## src/design/rbpa_pkg.sv

```systemverilog
// Purpose: Constants and types for the bypass alignment block.
// Assumes: One clock, synchronous active-high reset.
// Notes: Delay tap of 512 steps, centre at step 256.
//
// Behaviour
// [RL1] Bypass gives fixed low latency; no clock correction or bonding.
// [RL2] Phase alignment shifts recovered clock to match both parallel clocks.
// [RL3] PCS clock is recovered clock when buffered, user clock when bypassed.
// [RL4] Buffer enable true uses the buffer (default); false bypasses it.
// [RL5] Controller never sets slide mode automatic or PMA while bypassed.
// [RL6] Hard reset jumps delay tap to centre and starts automatic alignment.
// [RL7] Soft reset walks delay tap to centre and starts automatic alignment.
// [RL8] Bit 13 picks full tap range at 1, half at 0.
// [RL9] Power-down high stops the circuit; controller drives it.
// [RL10] Phase override loads phase counter from phase word bits 10 to 6.
// [RL11] Delay override loads delay counter from delay word bits 14 to 6.
// [RL12] Delay bypass at 1 skips delay alignment; 0 uses it.
// [RL13] Controller holds phase command and enable low in automatic mode.
// [RL14] Alignment done at second done rise after soft-reset-done.
// [RL15] Lane role 0 slave, 1 master; high in single lane.
// [RL16] All-lanes-done input is own done, or AND of all lanes.
// [RL17] Master sync output feeds every lane sync input.
// [RL18] Sync-done marks completion; valid on automatic master only.
// [RL19] Multi-lane setting: 0 single lane, 1 group member.
// [RL20] Skip-delay setting: 0 performs delay alignment, 1 omits it.
// [RL21] Manual override 0 runs automatic control; 1 leaves it to controller.
// [RL22] Single lanes run automatic only; groups manual or automatic.
// [RL23] Controller awaits idle exit and lock before soft reset.
// [RL24] Soft-reset-done stays high at least 100 ns once raised.
// [RL25] Controller synchronises done and error flags before use; the bench controller synchronises soft-reset-done only.

package rbpa_pkg;

    // ====
    // Widths and field positions
    localparam int PHASE_W = 5;
    localparam int DELAY_W = 9;
    localparam int PH_OVRD_HI = 10;
    localparam int PH_OVRD_LO = 6;
    localparam int DLY_OVRD_HI = 14;
    localparam int DLY_OVRD_LO = 6;
    localparam int TAP_RANGE_BIT = 13;

    // ====
    // Tap positions
    localparam logic [PHASE_W-1:0] PHASE_CENTER = 5'h10;
    localparam logic [PHASE_W-1:0] PHASE_MIN = 5'h00;
    localparam logic [PHASE_W-1:0] PHASE_MAX = 5'h1f;
    localparam logic [DELAY_W-1:0] DELAY_CENTER = 9'h100;
    localparam logic [DELAY_W-1:0] DELAY_FULL_MIN = 9'h000;
    localparam logic [DELAY_W-1:0] DELAY_FULL_MAX = 9'h1ff;
    localparam logic [DELAY_W-1:0] DELAY_HALF_MIN = 9'h080;
    localparam logic [DELAY_W-1:0] DELAY_HALF_MAX = 9'h17f;

    // ====
    // Slide mode encodings
    localparam logic [1:0] SLIDE_OFF = 2'h0;
    localparam logic [1:0] SLIDE_AUTO = 2'h1;
    localparam logic [1:0] SLIDE_PCS = 2'h2;
    localparam logic [1:0] SLIDE_PMA = 2'h3;

    // ====
    // Timing
    localparam int CLK_PERIOD_PS = 5000;
    localparam int SRD_MIN_NS = 100;
    localparam int SRD_MIN_CYC = (SRD_MIN_NS * 1000 + CLK_PERIOD_PS - 1) / CLK_PERIOD_PS;
    localparam int SRD_CNT_W = 5;
    localparam logic [SRD_CNT_W-1:0] SRD_MIN_CNT = SRD_CNT_W'(SRD_MIN_CYC);

    // ====
    // Automatic sequencer states
    typedef enum logic [2:0] {
        ST_IDLE,
        ST_CENTER,
        ST_SYNC_WAIT,
        ST_PHASE,
        ST_DELAY,
        ST_WAIT_ALL,
        ST_TRACK
    } rbpa_state_t;

endpackage : rbpa_pkg

```

## src/design/rbpa_tap_if.sv

```systemverilog
// Purpose: Sequencer to tap counter bundle.
// Assumes: Commands are levels.
// Notes: Width is set per instance.
`timescale 1ns/1ps

interface rbpa_tap_if #(parameter int W = 5);
    logic load_center;
    logic seek_center;
    logic step_up;
    logic step_down;
    logic ovrd_en;
    logic [W-1:0] ovrd_val;
    logic [W-1:0] center;
    logic [W-1:0] lo_lim;
    logic [W-1:0] hi_lim;
    logic [W-1:0] value;
    logic at_center;
    logic at_lo;
    logic at_hi;

    modport ctrl (
        output load_center, seek_center, step_up, step_down, ovrd_en, ovrd_val, center, lo_lim, hi_lim,
        input value, at_center, at_lo, at_hi
    );
    modport unit (
        input load_center, seek_center, step_up, step_down, ovrd_en, ovrd_val, center, lo_lim, hi_lim,
        output value, at_center, at_lo, at_hi
    );
endinterface : rbpa_tap_if

```

## src/design/rbpa_tap_unit.sv

```systemverilog
// Purpose: Bounded tap counter with override, jump and walk to centre.
// Assumes: Priority is override, jump, walk, then steps.
// Notes: Steps stay within the limits.
`timescale 1ns/1ps

module rbpa_tap_unit #(parameter int W = 5) (
    // Clock and reset
    input wire logic clock,
    input wire logic reset,
    // Command side
    rbpa_tap_if.unit tap
);

    // ====
    // Tap register
    logic [W-1:0] value_q;

    always_ff @(posedge clock) begin
        if (reset) begin
            value_q <= '0;
        end else if (tap.ovrd_en) begin
            value_q <= tap.ovrd_val;
        end else if (tap.load_center) begin
            value_q <= tap.center;
        end else if (tap.seek_center) begin
            if (value_q < tap.center) begin
                value_q <= value_q + W'(1);
            end else if (value_q > tap.center) begin
                value_q <= value_q - W'(1);
            end
        end else if (tap.step_up && value_q < tap.hi_lim) begin
            value_q <= value_q + W'(1);
        end else if (tap.step_down && value_q > tap.lo_lim) begin
            value_q <= value_q - W'(1);
        end
    end

    assign tap.value = value_q;
    assign tap.at_center = (value_q == tap.center);
    assign tap.at_lo = (value_q <= tap.lo_lim);
    assign tap.at_hi = (value_q >= tap.hi_lim);

endmodule : rbpa_tap_unit

```

## src/design/rbpa_align.sv

```systemverilog
// Purpose: Bypass phase and delay alignment controller for one lane.
// Assumes: Control inputs are synchronous to clock.
// Notes: Detectors report lead, lag and aligned.
`timescale 1ns/1ps

module rbpa_align (
    // Clock and reset
    input wire logic clock,
    input wire logic reset,
    // Alignment controls
    input wire logic align_hard_reset,
    input wire logic delay_soft_reset,
    input wire logic phase_align_cmd,
    input wire logic phase_align_enable,
    input wire logic align_power_down,
    input wire logic phase_counter_override_en,
    input wire logic delay_circuit_bypass,
    input wire logic delay_align_enable,
    input wire logic delay_counter_override_en,
    // Lane group
    input wire logic lane_role_select,
    input wire logic all_lanes_done_in,
    input wire logic group_sync_in,
    output logic group_sync_out,
    // Settings
    input wire logic elastic_buffer_use,
    input wire logic pcs_clock_source_select,
    input wire logic [23:0] phase_config_word,
    input wire logic [15:0] phase_delay_config_word,
    input wire logic [15:0] delay_config_word,
    input wire logic multi_lane_setting,
    input wire logic skip_delay_setting,
    input wire logic manual_override_setting,
    input wire logic [1:0] slide_mode_setting,
    // Detectors
    input wire logic phase_detect_valid,
    input wire logic phase_detect_lead,
    input wire logic phase_detect_aligned,
    input wire logic delay_detect_valid,
    input wire logic delay_detect_lead,
    input wire logic delay_detect_aligned,
    // Status flags
    output logic phase_align_done_flag,
    output logic soft_reset_done_flag,
    output logic sync_done_flag,
    output logic phase_align_error_flag,
    output logic config_fault,
    // Clocking and datapath choices
    output logic [rbpa_pkg::PHASE_W-1:0] phase_select,
    output logic [rbpa_pkg::DELAY_W-1:0] delay_tap,
    output logic pcs_clock_from_user,
    output logic fixed_latency_path,
    output logic clock_correction_avail,
    output logic channel_bonding_avail
);

    // ====
    // Helpers
    function automatic logic others_low(input logic ph_cmd, input logic ph_en, input logic dly_en,
                                        input logic ph_ov, input logic dly_ov, input logic dly_byp);
        others_low = !ph_cmd && !ph_en && !dly_en && !ph_ov && !dly_ov && !dly_byp;
    endfunction : others_low

    function automatic logic step_blocked(input logic lead, input logic at_lo, input logic at_hi);
        step_blocked = lead ? at_lo : at_hi;
    endfunction : step_blocked

    // ====
    // Tap counters
    rbpa_tap_if #(.W(rbpa_pkg::PHASE_W)) ph_if ();
    rbpa_tap_if #(.W(rbpa_pkg::DELAY_W)) dl_if ();

    rbpa_tap_unit #(.W(rbpa_pkg::PHASE_W)) u_phase (
        .clock(clock),
        .reset(reset),
        .tap(ph_if.unit)
    );

    rbpa_tap_unit #(.W(rbpa_pkg::DELAY_W)) u_delay (
        .clock(clock),
        .reset(reset),
        .tap(dl_if.unit)
    );

    // ====
    // Mode decode
    rbpa_pkg::rbpa_state_t state_q;
    rbpa_pkg::rbpa_state_t state_d;
    logic hard_q;
    logic soft_q;
    logic dly_en_q;
    logic bad_slide;
    logic bypass_ok;
    logic active;
    logic auto_mode;
    logic is_master;
    logic quiet;
    logic start_hard;
    logic start_soft;
    logic start;
    logic ph_stepping;
    logic dl_stepping;
    logic ph_blocked;
    logic full_range;
    logic [rbpa_pkg::SRD_CNT_W-1:0] srd_cnt_q;
    logic srd_held;

    assign bad_slide = (slide_mode_setting == rbpa_pkg::SLIDE_AUTO)
                    || (slide_mode_setting == rbpa_pkg::SLIDE_PMA); // [RL5]
    assign bypass_ok = !elastic_buffer_use && pcs_clock_source_select && !bad_slide; // [RL3] [RL4]
    assign active = bypass_ok && !align_power_down; // [RL9]
    assign auto_mode = !manual_override_setting; // [RL21] [RL22]
    assign is_master = lane_role_select; // [RL15]
    assign quiet = others_low(phase_align_cmd, phase_align_enable, delay_align_enable,
                              phase_counter_override_en, delay_counter_override_en, delay_circuit_bypass); // [RL13]
    assign start_hard = align_hard_reset && !hard_q && quiet; // [RL6]
    assign start_soft = delay_soft_reset && !soft_q && quiet; // [RL7]
    assign start = active && auto_mode && (start_hard || start_soft);
    assign full_range = phase_delay_config_word[rbpa_pkg::TAP_RANGE_BIT]; // [RL8]
    assign srd_held = (srd_cnt_q >= rbpa_pkg::SRD_MIN_CNT);

    always_ff @(posedge clock) begin
        if (reset) begin
            hard_q <= 1'b0;
            soft_q <= 1'b0;
            dly_en_q <= 1'b0;
        end else begin
            hard_q <= align_hard_reset;
            soft_q <= delay_soft_reset;
            dly_en_q <= delay_align_enable;
        end
    end

    // ====
    // Automatic sequencer
    always_comb begin
        state_d = state_q;
        case (state_q)
            rbpa_pkg::ST_IDLE: begin
                state_d = rbpa_pkg::ST_IDLE;
            end
            rbpa_pkg::ST_CENTER: begin
                if (dl_if.at_center) begin
                    state_d = (is_master || !multi_lane_setting) ? rbpa_pkg::ST_PHASE : rbpa_pkg::ST_SYNC_WAIT;
                end
            end
            rbpa_pkg::ST_SYNC_WAIT: begin
                if (group_sync_in) begin
                    state_d = rbpa_pkg::ST_PHASE; // [RL17]
                end
            end
            rbpa_pkg::ST_PHASE: begin
                if (phase_detect_aligned) begin
                    if (!is_master) begin
                        state_d = rbpa_pkg::ST_TRACK;
                    end else if (skip_delay_setting || delay_circuit_bypass) begin
                        state_d = rbpa_pkg::ST_WAIT_ALL; // [RL20] [RL12]
                    end else begin
                        state_d = rbpa_pkg::ST_DELAY;
                    end
                end
            end
            rbpa_pkg::ST_DELAY: begin
                if (delay_detect_aligned && !phase_align_done_flag) begin
                    state_d = rbpa_pkg::ST_WAIT_ALL;
                end
            end
            rbpa_pkg::ST_WAIT_ALL: begin
                if (all_lanes_done_in) begin
                    state_d = rbpa_pkg::ST_TRACK; // [RL16]
                end
            end
            rbpa_pkg::ST_TRACK: begin
                state_d = rbpa_pkg::ST_TRACK;
            end
            default: begin
                state_d = rbpa_pkg::ST_IDLE;
            end
        endcase
        if (start) begin
            state_d = rbpa_pkg::ST_CENTER;
        end
        if (!active || !auto_mode) begin
            state_d = rbpa_pkg::ST_IDLE;
        end
    end

    always_ff @(posedge clock) begin
        if (reset) begin
            state_q <= rbpa_pkg::ST_IDLE;
        end else begin
            state_q <= state_d;
        end
    end

    // ====
    // Phase tap control
    assign ph_stepping = active && phase_detect_valid && !phase_detect_aligned
                      && (auto_mode ? (state_q == rbpa_pkg::ST_PHASE) : (phase_align_cmd && phase_align_enable));
    assign ph_blocked = step_blocked(phase_detect_lead, ph_if.at_lo, ph_if.at_hi);

    assign ph_if.load_center = active && (start || (!auto_mode && align_hard_reset));
    assign ph_if.seek_center = 1'b0;
    assign ph_if.step_up = ph_stepping && !phase_detect_lead; // [RL2]
    assign ph_if.step_down = ph_stepping && phase_detect_lead; // [RL2]
    assign ph_if.ovrd_en = active && phase_counter_override_en; // [RL10]
    assign ph_if.ovrd_val = phase_config_word[rbpa_pkg::PH_OVRD_HI:rbpa_pkg::PH_OVRD_LO]; // [RL10]
    assign ph_if.center = rbpa_pkg::PHASE_CENTER;
    assign ph_if.lo_lim = rbpa_pkg::PHASE_MIN;
    assign ph_if.hi_lim = rbpa_pkg::PHASE_MAX;

    // ====
    // Delay tap control
    assign dl_if.load_center = active && align_hard_reset; // [RL6]
    assign dl_if.seek_center = active && ((auto_mode && state_q == rbpa_pkg::ST_CENTER)
                            || (!auto_mode && delay_soft_reset)); // [RL7]
    assign dl_stepping = active && delay_detect_valid && !delay_circuit_bypass && is_master
                      && (auto_mode ? ((state_q == rbpa_pkg::ST_DELAY || state_q == rbpa_pkg::ST_WAIT_ALL
                                        || state_q == rbpa_pkg::ST_TRACK) && !skip_delay_setting)
                                    : delay_align_enable); // [RL12] [RL20]
    assign dl_if.step_up = dl_stepping && !delay_detect_lead && !delay_detect_aligned;
    assign dl_if.step_down = dl_stepping && delay_detect_lead && !delay_detect_aligned;
    assign dl_if.ovrd_en = active && delay_counter_override_en; // [RL11]
    assign dl_if.ovrd_val = delay_config_word[rbpa_pkg::DLY_OVRD_HI:rbpa_pkg::DLY_OVRD_LO]; // [RL11]
    assign dl_if.center = rbpa_pkg::DELAY_CENTER;
    assign dl_if.lo_lim = full_range ? rbpa_pkg::DELAY_FULL_MIN : rbpa_pkg::DELAY_HALF_MIN; // [RL8]
    assign dl_if.hi_lim = full_range ? rbpa_pkg::DELAY_FULL_MAX : rbpa_pkg::DELAY_HALF_MAX; // [RL8]

    // ====
    // Soft-reset-done flag with minimum hold
    logic srd_set;
    logic srd_clr;

    assign srd_set = active && dl_if.at_center
                  && (auto_mode ? (state_q == rbpa_pkg::ST_CENTER) : delay_soft_reset);
    assign srd_clr = !active || (auto_mode ? start : !delay_soft_reset);

    always_ff @(posedge clock) begin
        if (reset) begin
            soft_reset_done_flag <= 1'b0;
        end else if (srd_set) begin
            soft_reset_done_flag <= 1'b1;
        end else if (srd_clr && srd_held) begin
            soft_reset_done_flag <= 1'b0; // [RL24]
        end
    end

    always_ff @(posedge clock) begin
        if (reset || !soft_reset_done_flag) begin
            srd_cnt_q <= '0;
        end else if (!srd_held) begin
            srd_cnt_q <= srd_cnt_q + rbpa_pkg::SRD_CNT_W'(1); // [RL24]
        end
    end

    // ====
    // Phase-align-done flag
    logic done_set;
    logic done_clr;

    assign done_set = active && (auto_mode
        ? ((state_q == rbpa_pkg::ST_PHASE && phase_detect_aligned)
           || (state_q == rbpa_pkg::ST_DELAY && delay_detect_aligned && !phase_align_done_flag))
        : ((phase_align_cmd && phase_detect_aligned) || (delay_align_enable && delay_detect_aligned)));
    assign done_clr = !active || start || (auto_mode && state_q == rbpa_pkg::ST_CENTER)
                   || (auto_mode && state_q == rbpa_pkg::ST_DELAY && state_d == rbpa_pkg::ST_DELAY
                       && !delay_detect_aligned)
                   || (!auto_mode && delay_align_enable && !dly_en_q); // [RL14]

    always_ff @(posedge clock) begin
        if (reset) begin
            phase_align_done_flag <= 1'b0;
        end else if (done_clr && !done_set) begin
            phase_align_done_flag <= 1'b0;
        end else if (done_set) begin
            phase_align_done_flag <= 1'b1; // [RL14]
        end
    end

    // ====
    // Error flag: a step asked for past the end of the phase range
    always_ff @(posedge clock) begin
        if (reset) begin
            phase_align_error_flag <= 1'b0;
        end else if (ph_stepping && ph_blocked) begin
            phase_align_error_flag <= 1'b1;
        end else if (start || (!auto_mode && phase_align_cmd && !phase_align_done_flag && !ph_blocked)) begin
            phase_align_error_flag <= 1'b0;
        end
    end

    // ====
    // Group sync and completion
    always_ff @(posedge clock) begin
        if (reset) begin
            group_sync_out <= 1'b0;
            sync_done_flag <= 1'b0;
        end else begin
            group_sync_out <= auto_mode && active && is_master && multi_lane_setting
                           && (state_d == rbpa_pkg::ST_PHASE || state_d == rbpa_pkg::ST_DELAY
                               || state_d == rbpa_pkg::ST_WAIT_ALL); // [RL17] [RL19]
            sync_done_flag <= auto_mode && active && is_master && (state_d == rbpa_pkg::ST_TRACK); // [RL18]
        end
    end

    // ====
    // Datapath and clock choice outputs
    always_ff @(posedge clock) begin
        if (reset) begin
            pcs_clock_from_user <= 1'b0;
            fixed_latency_path <= 1'b0;
            clock_correction_avail <= 1'b1;
            channel_bonding_avail <= 1'b1;
            config_fault <= 1'b0;
        end else begin
            pcs_clock_from_user <= pcs_clock_source_select; // [RL3]
            fixed_latency_path <= !elastic_buffer_use; // [RL1] [RL4]
            clock_correction_avail <= elastic_buffer_use; // [RL1]
            channel_bonding_avail <= elastic_buffer_use; // [RL1]
            config_fault <= !elastic_buffer_use && (bad_slide || !pcs_clock_source_select); // [RL5]
        end
    end

    assign phase_select = ph_if.value;
    assign delay_tap = dl_if.value;

endmodule : rbpa_align

```

## config.mk

```make
export PLATFORM = sky130hd
export DESIGN_NAME = rbpa_align
export DESIGN_NICKNAME = d
export VERILOG_FILES = /design/src/design/rbpa_pkg.sv /design/src/design/rbpa_tap_if.sv /design/src/design/rbpa_tap_unit.sv /design/src/design/rbpa_align.sv
export SDC_FILE = /design/constraint.sdc
export NUM_CORES = 1
export LEC_CHECK = 0
export ABC_CLOCK_PERIOD_IN_PS = 4350
export BUFFER_PORTS_ARGS = -buffer_cell sky130_fd_sc_hd__buf_2
export CAP_MARGIN = 0
export CORE_MARGIN = 10
export CORE_UTILIZATION = 44
export DETAILED_ROUTE_END_ITERATION = 10
export GPL_TIMING_DRIVEN = 0
export PLACE_DENSITY = 0.8
export SLEW_MARGIN = 20
export SYNTH_ARGS = -nofsm -noshare
export SYNTH_HDL_FRONTEND = slang
export SYNTH_SLANG_ARGS = --single-unit
```

## constraint.sdc

```tcl
create_clock -name clock -period 4.35 [get_ports clock]
set_input_delay 0.6525 -clock clock [delete_from_list [all_inputs] [get_ports clock]]
set_output_delay 0.6525 -clock clock [all_outputs]
set_load 0.05 [all_outputs]
```

### Word-level counts from Yosys, hierarchy flattened

Cells that the tools add are included.

| word-level totals | value |
|---|---|
| word-level logic and storage cells | 197 |
| input bits | 83 |
| flip-flop bits (word level) | 34 |
| output and inout port bits | 24 |

| operators by class | value |
|---|---|
| add/sub/neg operators | 5 |
| $lt $le $gt $ge | 9 |
| multiplexer cells | 34 |
| equality and inequality tests | 14 |
| reductions and logical operators | 119 |

Operators with widths:

| kind | count |
|---|---|
| 1-bit logical AND | 66 |
| 9-bit two-way mux | 7 |
| 1-bit zero test | 26 |
| 1-bit logical OR | 21 |
| 3-bit two-way mux | 7 |
| 5-bit two-way mux | 4 |
| 3-bit == test (second input constant) | 6 |
| 3-bit case mux with 6 select lines | 1 |
| 8-bit two-way mux | 2 |
| 1-bit two-way mux | 12 |
| 5-bit by 1-bit adder with 5-bit output (second input constant) | 2 |
| 5-bit >= comparator (second input constant) | 2 |
| 9-bit by 1-bit adder with 9-bit output (second input constant) | 1 |
| 3-bit by 2-bit == test with 1-bit output (second input constant) | 3 |
| 9-bit == test (second input constant) | 1 |
| 9-bit by 8-bit > comparator with 1-bit output | 1 |
| 9-bit > comparator (second input constant) | 1 |
| 9-bit < comparator | 1 |
| 9-bit < comparator (second input constant) | 1 |
| 9-bit by 1-bit subtractor with 9-bit output (second input constant) | 1 |
| 5-bit by 1-bit > comparator with 1-bit output (second input constant) | 1 |
| 5-bit by 1-bit less-or-equal comparator with 1-bit output (second input constant) | 1 |
| 5-bit < comparator (second input constant) | 1 |
| 5-bit by 2-bit inequality test with 1-bit output (second input constant) | 1 |
| 10 further kinds | 11 |

### Longest topological paths before layout

Gate-level depths: netlist of the first run.

| depth | value |
|---|---|
| word-level depth | 18 |
| mapped depth | 12 |
| gate-level depth less buffers | 11 |

### Hierarchy

A second synthesis of the first run with hierarchy kept.

| second synthesis, totals | value |
|---|---|
| cells, all modules | 478 |
| area total of the unflattened synthesis | 3718.6 um^2 |

By module, submodules not included:

| module | times used | seq. area each (um^2) | area each (um^2) | cells each |
|---|---|---|---|---|
| rbpa_tap_unit at u_delay | 1 | 180.2 | 1637.8 | 215 |
| rbpa_align | 1 | 400.4 | 1192.4 | 146 |
| rbpa_tap_unit at u_phase | 1 | 100.1 | 888.4 | 117 |

### Worst setup path after synthesis of the first run

No wires, ideal clock.

| timing | value |
|---|---|
| path kind | input to register |
| start point | input port elastic_buffer_use |
| end point | register u_phase.value_q[4] (netlist: u_phase.tap.value[4]) |
| setup time | 71 ps |
| data arrival time | 3174 ps |
| path slack | 1106 ps |
| cell stages on the path | 10 |
| buffers on the path | 0 |
| required time | 4279 ps |
| cells stage by stage | nor4b_4 nand4b_1 or3b_2 fa_1 a21o_1 a21oi_1 xnor2_1 xnor2_1 a221o_1 a21oi_1 |

| between the ends | value |
|---|---|
| cells in the longest elaborated chain, start to end | 12 |
| elaborated cells on any way between the ends | 20 |
| classes of those cells | 3 x mux; 17 x reduce/logical |

Ends and longest elaborated chain:

| what | line | source |
|---|---|---|
| start: declaration | rbpa_align.sv:26 | `input wire logic elastic_buffer_use,` |
| 1-bit zero test * | rbpa_align.sv:110 | `assign bypass_ok = !elastic_buffer_use && pcs_clock_source_select && !bad_slide;` |
| 1-bit logical AND * (2 in a row) | rbpa_align.sv:110 |  |
| 1-bit logical AND * | rbpa_align.sv:111 | `assign active = bypass_ok && !align_power_down;` |
| 1-bit logical AND (2 in a row) | rbpa_align.sv:198 | `assign ph_stepping = active && phase_detect_valid && !phase_detect_aligned` |
| 1-bit logical AND | rbpa_align.sv:199 | `&& (auto_mode ? (state_q == rbpa_pkg::ST_PHASE) : (phase_align_cmd && phase_align_enable));` |
| 1-bit logical AND | rbpa_align.sv:204 | `assign ph_if.step_up = ph_stepping && !phase_detect_lead;` |
| 1-bit logical AND | rbpa_tap_unit.sv:31 | `end else if (tap.step_up && value_q < tap.hi_lim) begin` |
| 5-bit two-way mux | rbpa_tap_unit.sv:31 |  |
| 5-bit two-way mux | rbpa_tap_unit.sv:23 | `end else if (tap.load_center) begin` |
| 5-bit two-way mux | rbpa_tap_unit.sv:21 | `end else if (tap.ovrd_en) begin` |
| end signal: assignment | rbpa_tap_unit.sv:22 | `value_q <= tap.ovrd_val;` |
| end signal: assignment | rbpa_tap_unit.sv:24 | `value_q <= tap.center;` |
| end signal: assignment | rbpa_tap_unit.sv:32 | `value_q <= value_q + W'(1);` |
| end: declaration | rbpa_tap_unit.sv:16 | `logic [W-1:0] value_q;` |

Every way passes the cells marked *; elsewhere a longest branch is shown, timed or not.
A chain may end at the register's enable or synchronous reset.

### Worst setup path in the final report of the first run

Same ends and word-level chain as after synthesis.

==> results by group, run 1 <==
Outcome
  – Outcome: finished, final reports clean

Clock tree
  – Clk sinks: 34
  – Longest Clk Path Bufs: 2
  – CTS tree: yes
  – H-tree levels: 2
  – Post-CTS Repair Setup Buffers: 0
  – CTS Buf Count: 5
  – Worst-Skew Late Latency: around 300 ps
  – Hold-fix buffers at CTS: 0
  – Root Driver: clkbuf_8
  – Clock-pin slew on the worst setup and hold paths: approximately 70 ps
  – PostCTS Resize Cnt: 0

Logic synthesis
  – #FFs+latches synth: 34
  – Sequential share of the synthesized area: a little over a quarter
  – Prevailing post-synth register cell: dfxtp_1
  – Largest area contributor in the netlist: dfxtp_1
  – Syn_nets: between 400 and 500
  – Share of the synthesized area in the top cell type: ~27%
  – Average size of a mapped cell: ~8 sq um
  – Mapped cell area: 2526 sq um
  – Post-synth EDFFs: 0
  – Post-synth top cells: dfxtp_1 (34), nor2_1 (30), nand2_1 (29)
  – Most numerous cell in the Yosys netlist: dfxtp_1
  – Fraction of registers with async set/reset: 0%
  – Synth area leaders: dfxtp_1 (27%), ha_1 (5.0%), nor2_1 (4.5%)
  – Post-synth cell types: 71
  – Post-Syn Instances: 320
  – Yosys warns: 0

Finish
  – N_diodes: 0
  – Synth-to-layout area growth: 20.31%
  – Layout Cells excl Fill: 461
  – Final net count: roughly 480
  – Fraction of layout cells with a size suffix above 1: between 20% and 30%

Floorplanning
  – DIE AREA: 9172 sq um
  – IO Count: about 110
  – Die width: ~96 um
  – Core ar.: about 5500 sq um
  – Die H: between 90 and 100 um
  – Num rows: 27
  – Initial Utilization: 45.60%

Route
  – DR iter-0 viols: ~260
  – Post-route DRC: 0
  – Post-DRT Antenna Nets: 0
  – DR vias/cell: ~6.0
  – Drt first pass iters: 4
  – Routed vias: around 2700
  – Wire per inst: about 17 um
  – WL final: about 7.7 mm

Global route
  – Largest net degree at the start of global routing: 11
  – Initial antenna violation count: 0
  – Met1 Usage GRT: 20.10%
  – Busiest grt layer: met2
  – GRT Residual Overflow: 0
  – Vias in the first global route: 2670
  – GRT Resource Usage Total: about 17%
  – Met2 Track Usage GR: between 20% and 30%
  – Met3 Use GR: 5.447%
  – First-pass GRT wire length: 12.59 mm

Place
  – Placed insts: approximately 450
  – GPL Wtd Cong: around 0.9
  – DP HPWL: 5.947 mm
  – IO Port Bufs: 62

Power
  – Power per cell area: 258.8 nW/um^2
  – Leakage: roughly 1.3 nW
  – Pwr Total: about 0.00079 W
  – Max rail drop VDD: around 0.00018 V

Flow run
  – Total of max-cap violations: 0

Hold path
  – Hold WC Path Type: flip-flop to flip-flop

Critical path
  – CP max-delay cell: or3b_2
  – Required @ worst endpoint: between 4000 and 5000 ps
  – Worst-path cell chain: buf_2 > nor4b_4 > nand4b_1 > or3b_2 > fa_1 > a21o_1 > a21oi_1 > xnor2_1 > xnor2_1 > a221o_1 > a21oi_1
  – CP Class: input pin to flip-flop
  – CP Capture Type: flip-flop
  – WP data arrival: 3610 ps
  – Startpoint types: input pin
  – Worst path max stage delay: between 500 and 600 ps
  – Maximum fanout along the worst path: 9

Timing
  – Highest clock rate: 295.7 MHz
  – Final setup fails: 0
  – Clock skew: about 11 ps
  – Max Slew Vio Count: 0
  – Min Tclk post-route: about 3400 ps
  – Fin crit share: 77.74%
  – RSZ-0062 raised after global routing: false
  – Slew @ Worst Pin: about 1100 ps
  – Fin Setup TNS: 0 ps
  – Final Hold Fails: 0
  – Max_slew headroom: 25.78%
==> report_power, final <==
group / switching, W / leakage, nW / internal (W)
Combinational: 0.0000961 / 0.930 / 0.0000583
Clock: 0.000122 / 0.0573 / 0.000183
Sequential: 0.00000754 / 0.276 / 0.000319
==> worst paths after layout <==
kind                           from                     end  slack [ps]  cells past startpoint
min          phase_align_error_flag  phase_align_error_flag         500                      2
max              elastic_buffer_use    u_phase.tap.value[4]         970                     11
max reg2reg              state_q[2]    u_phase.tap.value[4]        1180                     12
min reg2reg  phase_align_error_flag  phase_align_error_flag         500                      2
==> sequential cells by signal, summed over array words and instances (netlist names) <==
signal and count:
srd_cnt_q 5, soft_reset_done_flag 1, state_q 3, u_phase.tap.value 5
fixed_latency_path 1, u_delay.tap.value 9, sync_done_flag 1, dly_en_q 1
phase_align_done_flag 1, pcs_clock_from_user 1, channel_bonding_avail 1, phase_align_error_flag 1
hard_q 1, config_fault 1, soft_q 1, group_sync_out 1
==> cell families (layout without fill, tap and decap cells) <==
group	count (synthesis)	after routing	share of synthesized area, %
compound gates	89	89	26.10
xor+xnor	7	7	2.427
fa+ha+maj	11	11	5.745
buf+inv	35	104	6.141
flops	34	34	26.94
mux	11	11	4.408
simple gates	133	133	28.23
==> stage by stage <==
step	setup WS (ps)	hold slack [ps]	area [sq um]	utilization (%)
after detailed placement	650.7	487.6	2927	52.82
after floorplan	1106	487.3	2526	-
after global routing	790.1	543.1	3039	54.86
final	968.4	500.3	3039	54.86
after CTS	958.5	507.4	3039	54.86
after global placement	748.3	484.2	2927	52.82
==> critical path, delay by kind of cell <==
kind                       cells  cell delay (ps)
and+or+nand+nor                3             1290
AOI/OAI and AO/OA              4              880
adders and majority gates      1              430
xor gates and xnor gates       2              240
buffers and inverters          1              120
==> layout by cell type, fill, tap and decap left out, types with 5 or more instances in the layout <==
cell / Yosys / routed
or2_2: 5 / 5
o21ai_0: 18 / 18
clkbuf_1: 9 / 9
nor3_1: 11 / 11
ha_1: 10 / 10
dfxtp_1: 34 / 34
nor2_1: 30 / 30
nor2b_1: 11 / 11
nand3_1: 11 / 11
a21o_1: 6 / 6
inv_1: 18 / 18
clkbuf_8: 0 / 6
and2_1: 5 / 5
mux2i_1: 10 / 10
a21oi_1: 18 / 18
nand2_1: 29 / 29
a221oi_1: 5 / 5
buf_2: 4 / 66
==> routing by layer <==
| layer | share of wire (%) | up-vias |
|---|---|---|
| met5 | 0 | - |
| li1 | - | 1305 |
| met1 | 42 | 1271 |
| met2 | 46 | 140 |
| met4 | 3.1 | 0 |
| met3 | 9.5 | 27 |
==> final cells by class <==
| class | instances | area [sq um] |
|---|---|---|
| Sequential cell | 34 | 680.7 |
| Multi-Input combinational cell | 251 | 1690 |
| Fill cell | 540 | 2501 |
| Clock buffer | 6 | 82.58 |
| Tap cell | 72 | 90.09 |
| Timing Repair Buffer | 62 | 310.3 |
| Inverter | 19 | 71.32 |
| Clock inverter | 1 | 30.03 |
| Buffer | 16 | 83.83 |
Power figures use the tool's default switching activity.
==> run 2, diff against run 1 <==
--- a/config.mk
+++ b/config.mk
@@ -5,14 +5,15 @@
 export SDC_FILE = /design/constraint.sdc
 export NUM_CORES = 1
 export LEC_CHECK = 0
-export ABC_CLOCK_PERIOD_IN_PS = 4350
+export ABC_AREA = 1
+export ABC_CLOCK_PERIOD_IN_PS = 3020
 export BUFFER_PORTS_ARGS = -buffer_cell sky130_fd_sc_hd__buf_2
 export CAP_MARGIN = 0
 export CORE_MARGIN = 10
 export CORE_UTILIZATION = 44
 export DETAILED_ROUTE_END_ITERATION = 10
 export GPL_TIMING_DRIVEN = 0
-export PLACE_DENSITY = 0.8
+export PLACE_DENSITY = 0.81
 export SLEW_MARGIN = 20
 export SYNTH_ARGS = -nofsm -noshare
 export SYNTH_HDL_FRONTEND = slang
==> constraint.sdc (replaced) <==
create_clock -name clock -period 3.02 [get_ports clock]
set_input_delay 0.453 -clock clock [delete_from_list [all_inputs] [get_ports clock]]
set_output_delay 0.453 -clock clock [all_outputs]
set_load 0.05 [all_outputs]
==> results by group, run 2 <==
Floorplanning
  – Core ar.: 6026 sq um (+8.8%)
  – Initial Utilization: 46.32% (+0.73 points)
  – DIE AREA: 9930 sq um (+8.3%)
  – Num rows: 28 (+3.7%)
  – IO Count: 107 (unchanged)
  – Die width: 99.65 um (+4.1%)
  – Die H: 99.65 um (+4.1%)

Global route
  – Largest net degree at the start of global routing: 13 (+2)
  – Vias in the first global route: 3032 (+14%)
  – First-pass GRT wire length: 14.25 mm (+13%)
  – GRT Residual Overflow: 0 (unchanged)
  – GRT Resource Usage Total: 17.13% (+0.31 points)
  – Initial antenna violation count: 0 (unchanged)

Critical path
  – FF-to-FF setup slack: 480 ps (-700 ps)
  – WP data arrival: 2720 ps (-890 ps)
  – Startpoint types: flip-flop
  – CP Class: flip-flop to flip-flop
  – Maximum fanout along the worst path: 6 (-3)
  – Required @ worst endpoint: 3200 ps (-1380 ps)
  – CP Capture Type: flip-flop
  – R2R Path Start: state_q[0]
  – CP startpoint: state_q[0]
  – R2R depth: 16 (+4)

Timing
  – Max Slew Vio Count: 0 (unchanged)
  – Clock skew: 6.633 ps (-4.808 ps)
  – RSZ-0062 raised after global routing: false
  – Fin crit share: approximately 84%
  – Max_slew headroom: 66.59% (+41 points)
  – Final Hold Fails: 0 (unchanged)
  – Fin Setup TNS: 0 ps (unchanged)
  – Min Tclk post-route: 2545 ps
  – Setup ws final: 475.2 ps (-493.2 ps)
  – Highest clock rate: slightly below 400 MHz
  – Final setup fails: 0 (unchanged)
  – Slew @ Worst Pin: 501.2 ps (-602.6 ps)

Clock tree
  – PostCTS Resize Cnt: 0 (unchanged)
  – Longest Clk Path Bufs: 2 (unchanged)
  – Worst-Skew Late Latency: 290 ps (about the same)
  – Root Driver: clkbuf_8
  – Post-CTS Repair Setup Buffers: 0 (unchanged)
  – Clk sinks: 34 (unchanged)
  – CTS Buf Count: 5 (unchanged)
  – Hold-fix buffers at CTS: 0 (unchanged)
  – H-tree levels: 2 (unchanged)
  – Clock-pin slew on the worst setup and hold paths: 80 ps (about the same)
  – CTS tree: yes

Logic synthesis
  – Share of the synthesized area in the top cell type: 24.38% (-2.6 points)
  – Post-Syn Instances: 440 (+38%)
  – #FFs+latches synth: 34 (unchanged)
  – Average size of a mapped cell: 6.344 sq um (-20%)
  – Fraction of registers with async set/reset: 0% (unchanged)
  – Yosys warns: 0 (unchanged)
  – Post-synth top cells: nand2_1 (95), nor2_1 (55), inv_1 (46)
  – Most numerous cell in the Yosys netlist: nand2_1
  – Post-synth cell types: 39 (-45%)
  – Prevailing post-synth register cell: dfxtp_1
  – Mapped cell area: 2791 sq um (+11%)
  – Sequential share of the synthesized area: 24.38% (-2.6 points)
  – Synth area leaders: dfxtp_1 (24%), nand2_1 (13%), nand3_1 (7.5%)
  – Post-synth EDFFs: 0 (unchanged)
  – Syn_nets: 534 (+29%)
  – Largest area contributor in the netlist: dfxtp_1

Finish
  – Reg area: 680.7 sq um (unchanged)
  – N_diodes: 0 (unchanged)
  – Final net count: 603 (+25%)
  – Area of the multi-input gates: 1843 sq um (+9.0%)
  – Synth-to-layout area growth: 19.41%
  – Post-Layout Inst Area: 3333 sq um (+9.7%)
  – Post-layout util: 55.32% (+0.46 points)
  – Largest register FFs: 9 (unchanged)
  – Most frequent cells in the layout: nand2_1 (95), buf_2 (68), nor2_1 (55)
  – Most common cell after layout, fill and taps aside: nand2_1
  – Fraction of layout cells with a size suffix above 1: 25.49% (+1.3 points)
  – Fillers: 603 (+12%)

Hold path
  – Hold WC Path Type: input pin to flip-flop
  – Hold Startpoint: elastic_buffer_use
  – Worst Hold Path Cells: 2 (unchanged)

Flow run
  – Total of max-cap violations: 0 (unchanged)

Power
  – Power per cell area: 392.2 nW/um^2 (+52%)
  – Max rail drop VDD: 0.0002932 V (+62%)
  – Leakage: 1.639 nW (+30%)

Route
  – Wire per inst: 14.55 um (-12%)
  – Post-DRT Antenna Nets: 0 (unchanged)
  – DR iter-0 viols: 246 (-4.3%)
  – WL final: 8.510 mm (+11%)
  – DR vias/cell: 5.320 (-11%)
  – Drt first pass iters: 6 (+2)
  – Post-route DRC: 0 (unchanged)
  – Routed vias: 3112 (+13%)

Place
  – IO Port Bufs: 62 (unchanged)
  – DP HPWL: 6.738 mm (+13%)
  – GPL Wtd Cong: 0.9555 (+3.8%)
  – Dpl cell area: 3196 sq um (+9.2%)
  – Setup WS pre-CTS: 389.3 ps (-261.5 ps)

Outcome
  – Outcome: finished, final reports clean
[run 2: report_power, final]
part / internal [W] / leakage [nW] / switching [W]
clock: 0.000331 / 0.0683 / 0.000192
sequential: 0.000462 / 0.277 / 0.0000140
combinational: 0.000107 / 1.29 / 0.000202
[run 2: cell type report]
type	instances	area share, %
repair buffers	62	9.309
clock buffers	5	2.065
well taps	75	2.815
clock inverters	3	2.065
inverters	57	6.569
flip-flops and latches	34	20.42
plain buffers	9	1.464
multi-input cells	340	55.29
[run 2: stage by stage]
stage / cells / hold slack [ps] / power, W
global route: 585 / 337.9 / 0.001378
floorplan: 440 / 456.5 / 0.0007066
CTS: 585 / 347.2 / 0.001311
global placement: 577 / 472.3 / 0.0007855
detailed placement: 577 / 468.7 / 0.0007919
finish: 585 / 350.0 / 0.001307
[run 2: final timing paths]
kind | end
worst max-delay path | u_phase.tap.value[4]
worst min-delay path | fixed_latency_path
worst max register to register | u_phase.tap.value[4]
worst min register to register | phase_align_error_flag
[run 2: critical path, cell delays in order (launching register included)]
cell and delay (ps):
dfxtp_1 430, nand2_1 140, nor2_2 180, nand2_1 80
nand2_1 60, nand4_1 130, nor2_1 150, inv_1 130
ha_1 340, a21oi_1 160, nand2_1 80, xor2_1 170
inv_1 60, nand2_1 70, nand3_1 70, o21ai_1 90
a21oi_1 90
[run 2: cell families (layout without fill, tap and decap cells)]
| group | after synthesis | count (layout) | synth area share [%] |
|---|---|---|---|
| AND/OR/NAND/NOR | 248 | 248 | 42.31 |
| AO/OA/AOI/OAI | 67 | 67 | 14.12 |
| flip-flops | 34 | 34 | 24.38 |
| adder cells (fa/ha/maj) | 11 | 11 | 5.199 |
| XOR/XNOR | 14 | 14 | 4.393 |
| buffers and inverters | 66 | 136 | 9.592 |
[run 2: routing by layer]
| layer | vias up | routed length (um) | track usage (%) |
|---|---|---|---|
| met5 | - | 0 | 0 |
| met4 | 0 | 117 | 5.623 |
| met3 | 12 | 607 | 3.668 |
| met2 | 121 | 3936 | 27.96 |
| met1 | 1413 | 3849 | 21.78 |
| li1 | 1566 | - | - |
==> run 3, diff against run 2 <==
--- a/config.mk
+++ b/config.mk
@@ -5,15 +5,15 @@
 export SDC_FILE = /design/constraint.sdc
 export NUM_CORES = 1
 export LEC_CHECK = 0
-export ABC_AREA = 1
-export ABC_CLOCK_PERIOD_IN_PS = 3020
+export ABC_AREA = 0
+export ABC_CLOCK_PERIOD_IN_PS = 2300
 export BUFFER_PORTS_ARGS = -buffer_cell sky130_fd_sc_hd__buf_2
 export CAP_MARGIN = 0
 export CORE_MARGIN = 10
 export CORE_UTILIZATION = 44
 export DETAILED_ROUTE_END_ITERATION = 10
 export GPL_TIMING_DRIVEN = 0
-export PLACE_DENSITY = 0.81
+export PLACE_DENSITY = 0.82
 export SLEW_MARGIN = 20
 export SYNTH_ARGS = -nofsm -noshare
 export SYNTH_HDL_FRONTEND = slang
==> constraint.sdc (replaced) <==
create_clock -name clock -period 2.3 [get_ports clock]
set_input_delay 0.345 -clock clock [delete_from_list [all_inputs] [get_ports clock]]
set_output_delay 0.345 -clock clock [all_outputs]
set_load 0.05 [all_outputs]
==> results by group, run 3 (synthesis gave the netlist of run 1 again) <==
Finish
  – Layout Cells excl Fill: 503 (-14%)
  – Largest register FFs: 9 (unchanged)
  – Synth-to-layout area growth: 48.14%
  – Fillers: 416 (-31%)
  – Most common cell after layout, fill and taps aside: buf_2
  – N_diodes: 0 (unchanged)
  – Fraction of layout cells with a size suffix above 1: 43.62% (+18 points)
  – Most frequent cells in the layout: buf_2 (64), buf_4 (35), nor2_1 (30)
  – Final net count: 524 (-13%)
  – Post-layout util: 67.55% (+12 points)

Timing
  – Max Slew Vio Count: 0 (unchanged)
  – Setup ws final: -485.2 ps (-960.4 ps)
  – RSZ-0062 raised after global routing: true
  – Final Hold Fails: 0 (unchanged)
  – Final setup fails: 13 (+13)
  – Highest clock rate: 359.0 MHz (-8.6%)
  – Fin crit share: 121.1% (+37 points)
  – Min Tclk post-route: 2785 ps (+240.4 ps)
  – Max_slew headroom: 44.72% (-22 points)
  – Clock skew: 10.95 ps (+4.322 ps)
  – Slew @ Worst Pin: 824.3 ps (+323.1 ps)
  – Fin Setup TNS: -1991 ps (-1991 ps)

Global route
  – Largest net degree at the start of global routing: 13 (unchanged)
  – First-pass GRT wire length: 13.97 mm (-2.0%)
  – GRT Residual Overflow: 0 (unchanged)
  – Vias in the first global route: 2909 (-4.1%)
  – GRT Resource Usage Total: 18.75% (+1.6 points)
  – Initial antenna violation count: 0 (unchanged)

Power
  – Leakage: 1.563 nW (-4.6%)
  – Max rail drop VDD: 0.0002777 V (-5.3%)
  – Power per cell area: 432.4 nW/um^2 (+10%)

Place
  – Placed insts: 454 (-21%)
  – IO Port Bufs: 62 (unchanged)
  – DP HPWL: 5.769 mm (-14%)
  – GPL Wtd Cong: 0.9330 (-2.4%)
  – Setup WS pre-CTS: -826.4 ps (-1216 ps)

Clock tree
  – Worst-Skew Late Latency: 300 ps (about the same)
  – CTS Buf Count: 5 (unchanged)
  – H-tree levels: 2 (unchanged)
  – Root Driver: clkbuf_8
  – Clk sinks: 34 (unchanged)
  – CTS tree: yes
  – Longest Clk Path Bufs: 2 (unchanged)
  – Hold-fix buffers at CTS: 0 (unchanged)
  – Clock-pin slew on the worst setup and hold paths: 80 ps (about the same)

Floorplanning
  – Initial Utilization: 45.60% (-0.73 points)
  – Die width: 95.77 um (-3.9%)
  – DIE AREA: 9172 sq um (-7.6%)
  – Die H: 95.77 um (-3.9%)
  – Num rows: 27 (-3.6%)
  – IO Count: 107 (unchanged)
  – Core ar.: 5540 sq um (-8.1%)

Critical path
  – Required @ worst endpoint: 2530 ps (-670 ps)
  – Startpoint types: flip-flop
  – CP Capture Type: flip-flop
  – Maximum fanout along the worst path: 3 (-3)
  – WP data arrival: 3020 ps (+300 ps)
  – CP startpoint: state_q[2]
  – R2R Path Start: state_q[2]
  – CP Class: flip-flop to flip-flop

Outcome
  – Outcome: finished, violations left
  – Failing checks: setup timing

Hold path
  – Hold Startpoint: delay_config_word[14]
  – Hold WC Path Type: input pin to flip-flop

Route
  – Post-DRT Antenna Nets: 0 (unchanged)
  – Wire per inst: 19.19 um (+32%)
  – Routed vias: 3085 (-0.87%)
  – DR vias/cell: 6.133 (+15%)
  – WL final: 9.655 mm (+13%)
  – Post-route DRC: 0 (unchanged)
  – Drt first pass iters: 5 (-1)
  – DR iter-0 viols: 478 (+94%)

Flow run
  – Total of max-cap violations: 0 (unchanged)
run 3: cell types whose count changed in the layout (fill, tap and decap cells not counted), moves of 12 or more:
cell	delta
buf_4	+33
buf_6	+13
dfxtp_1	-12
inv_1	-32
nand2_1	-66
nand3_1	-32
nor2_1	-25
run 3: final cells by class:
type	count	area [sq um]	area share, %
Clock buffer	6	93.84	2.508
Buffer	10	51.30	1.371
Inverter	19	73.82	1.973
Timing Repair Buffer	109	720.7	19.26
Clock inverter	2	38.79	1.036
Tap cell	72	90.09	2.407
Sequential cell	34	708.2	18.92
Multi-Input combinational cell	251	1966	52.52
run 3: timing repair:
action                     in CTS  in global routing
pin swaps                      22                 30
setup endpoints to repair      15                 17
setup buffers                  28                 23
resized for setup              31                 38
run 3: routing by layer:
| layer | track usage (%) | up-vias | part of all wire (%) | routed length [um] |
|---|---|---|---|---|
| met5 | 0 | - | 0 | 0 |
| met4 | 8.477 | 0 | 3.8 | 367 |
| met3 | 5.370 | 47 | 10 | 962 |
| met2 | 30.87 | 211 | 49 | 4707 |
| met1 | 22.15 | 1429 | 37 | 3617 |
| li1 | - | 1398 | - | - |
run 3: through the flow:
stage	instance area (sq um)	hold slack [ps]	power, W
2_1_floorplan	2579	433.0	0.0008248
4_1_cts	3456	237.5	0.001572
3_3_place_gp	2979	487.1	0.0009135
6_report	3742	234.2	0.001618
3_5_place_dp	2979	491.3	0.0009211
5_1_grt	3742	259.7	0.001677
run 3: path summary, 6_finish.rpt:
kind | end | slack (ps) | depth (start not counted)
max | u_phase.tap.value[4] | -490 | 11
min | u_delay.tap.value[8] | 230 | 3
max reg2reg | u_phase.tap.value[4] | -490 | 11
min reg2reg | soft_reset_done_flag | 510 | 2
run 3: report_power, final:
group	internal [W]	switching [W]
registers	0.000600	0.0000195
clock network	0.000391	0.000253
logic	0.000143	0.000211
run 3: worst max-delay path: stages (launching register included):
cell      delay [ps]
dfxtp_4          350
nand2b_4         150
o31ai_4          170
nand4b_1         160
or3b_4           470
fa_2             400
a21o_1           170
a21oi_2          130
xnor2_1          160
xnor2_1          110
a221o_1          350
a21oi_1          110
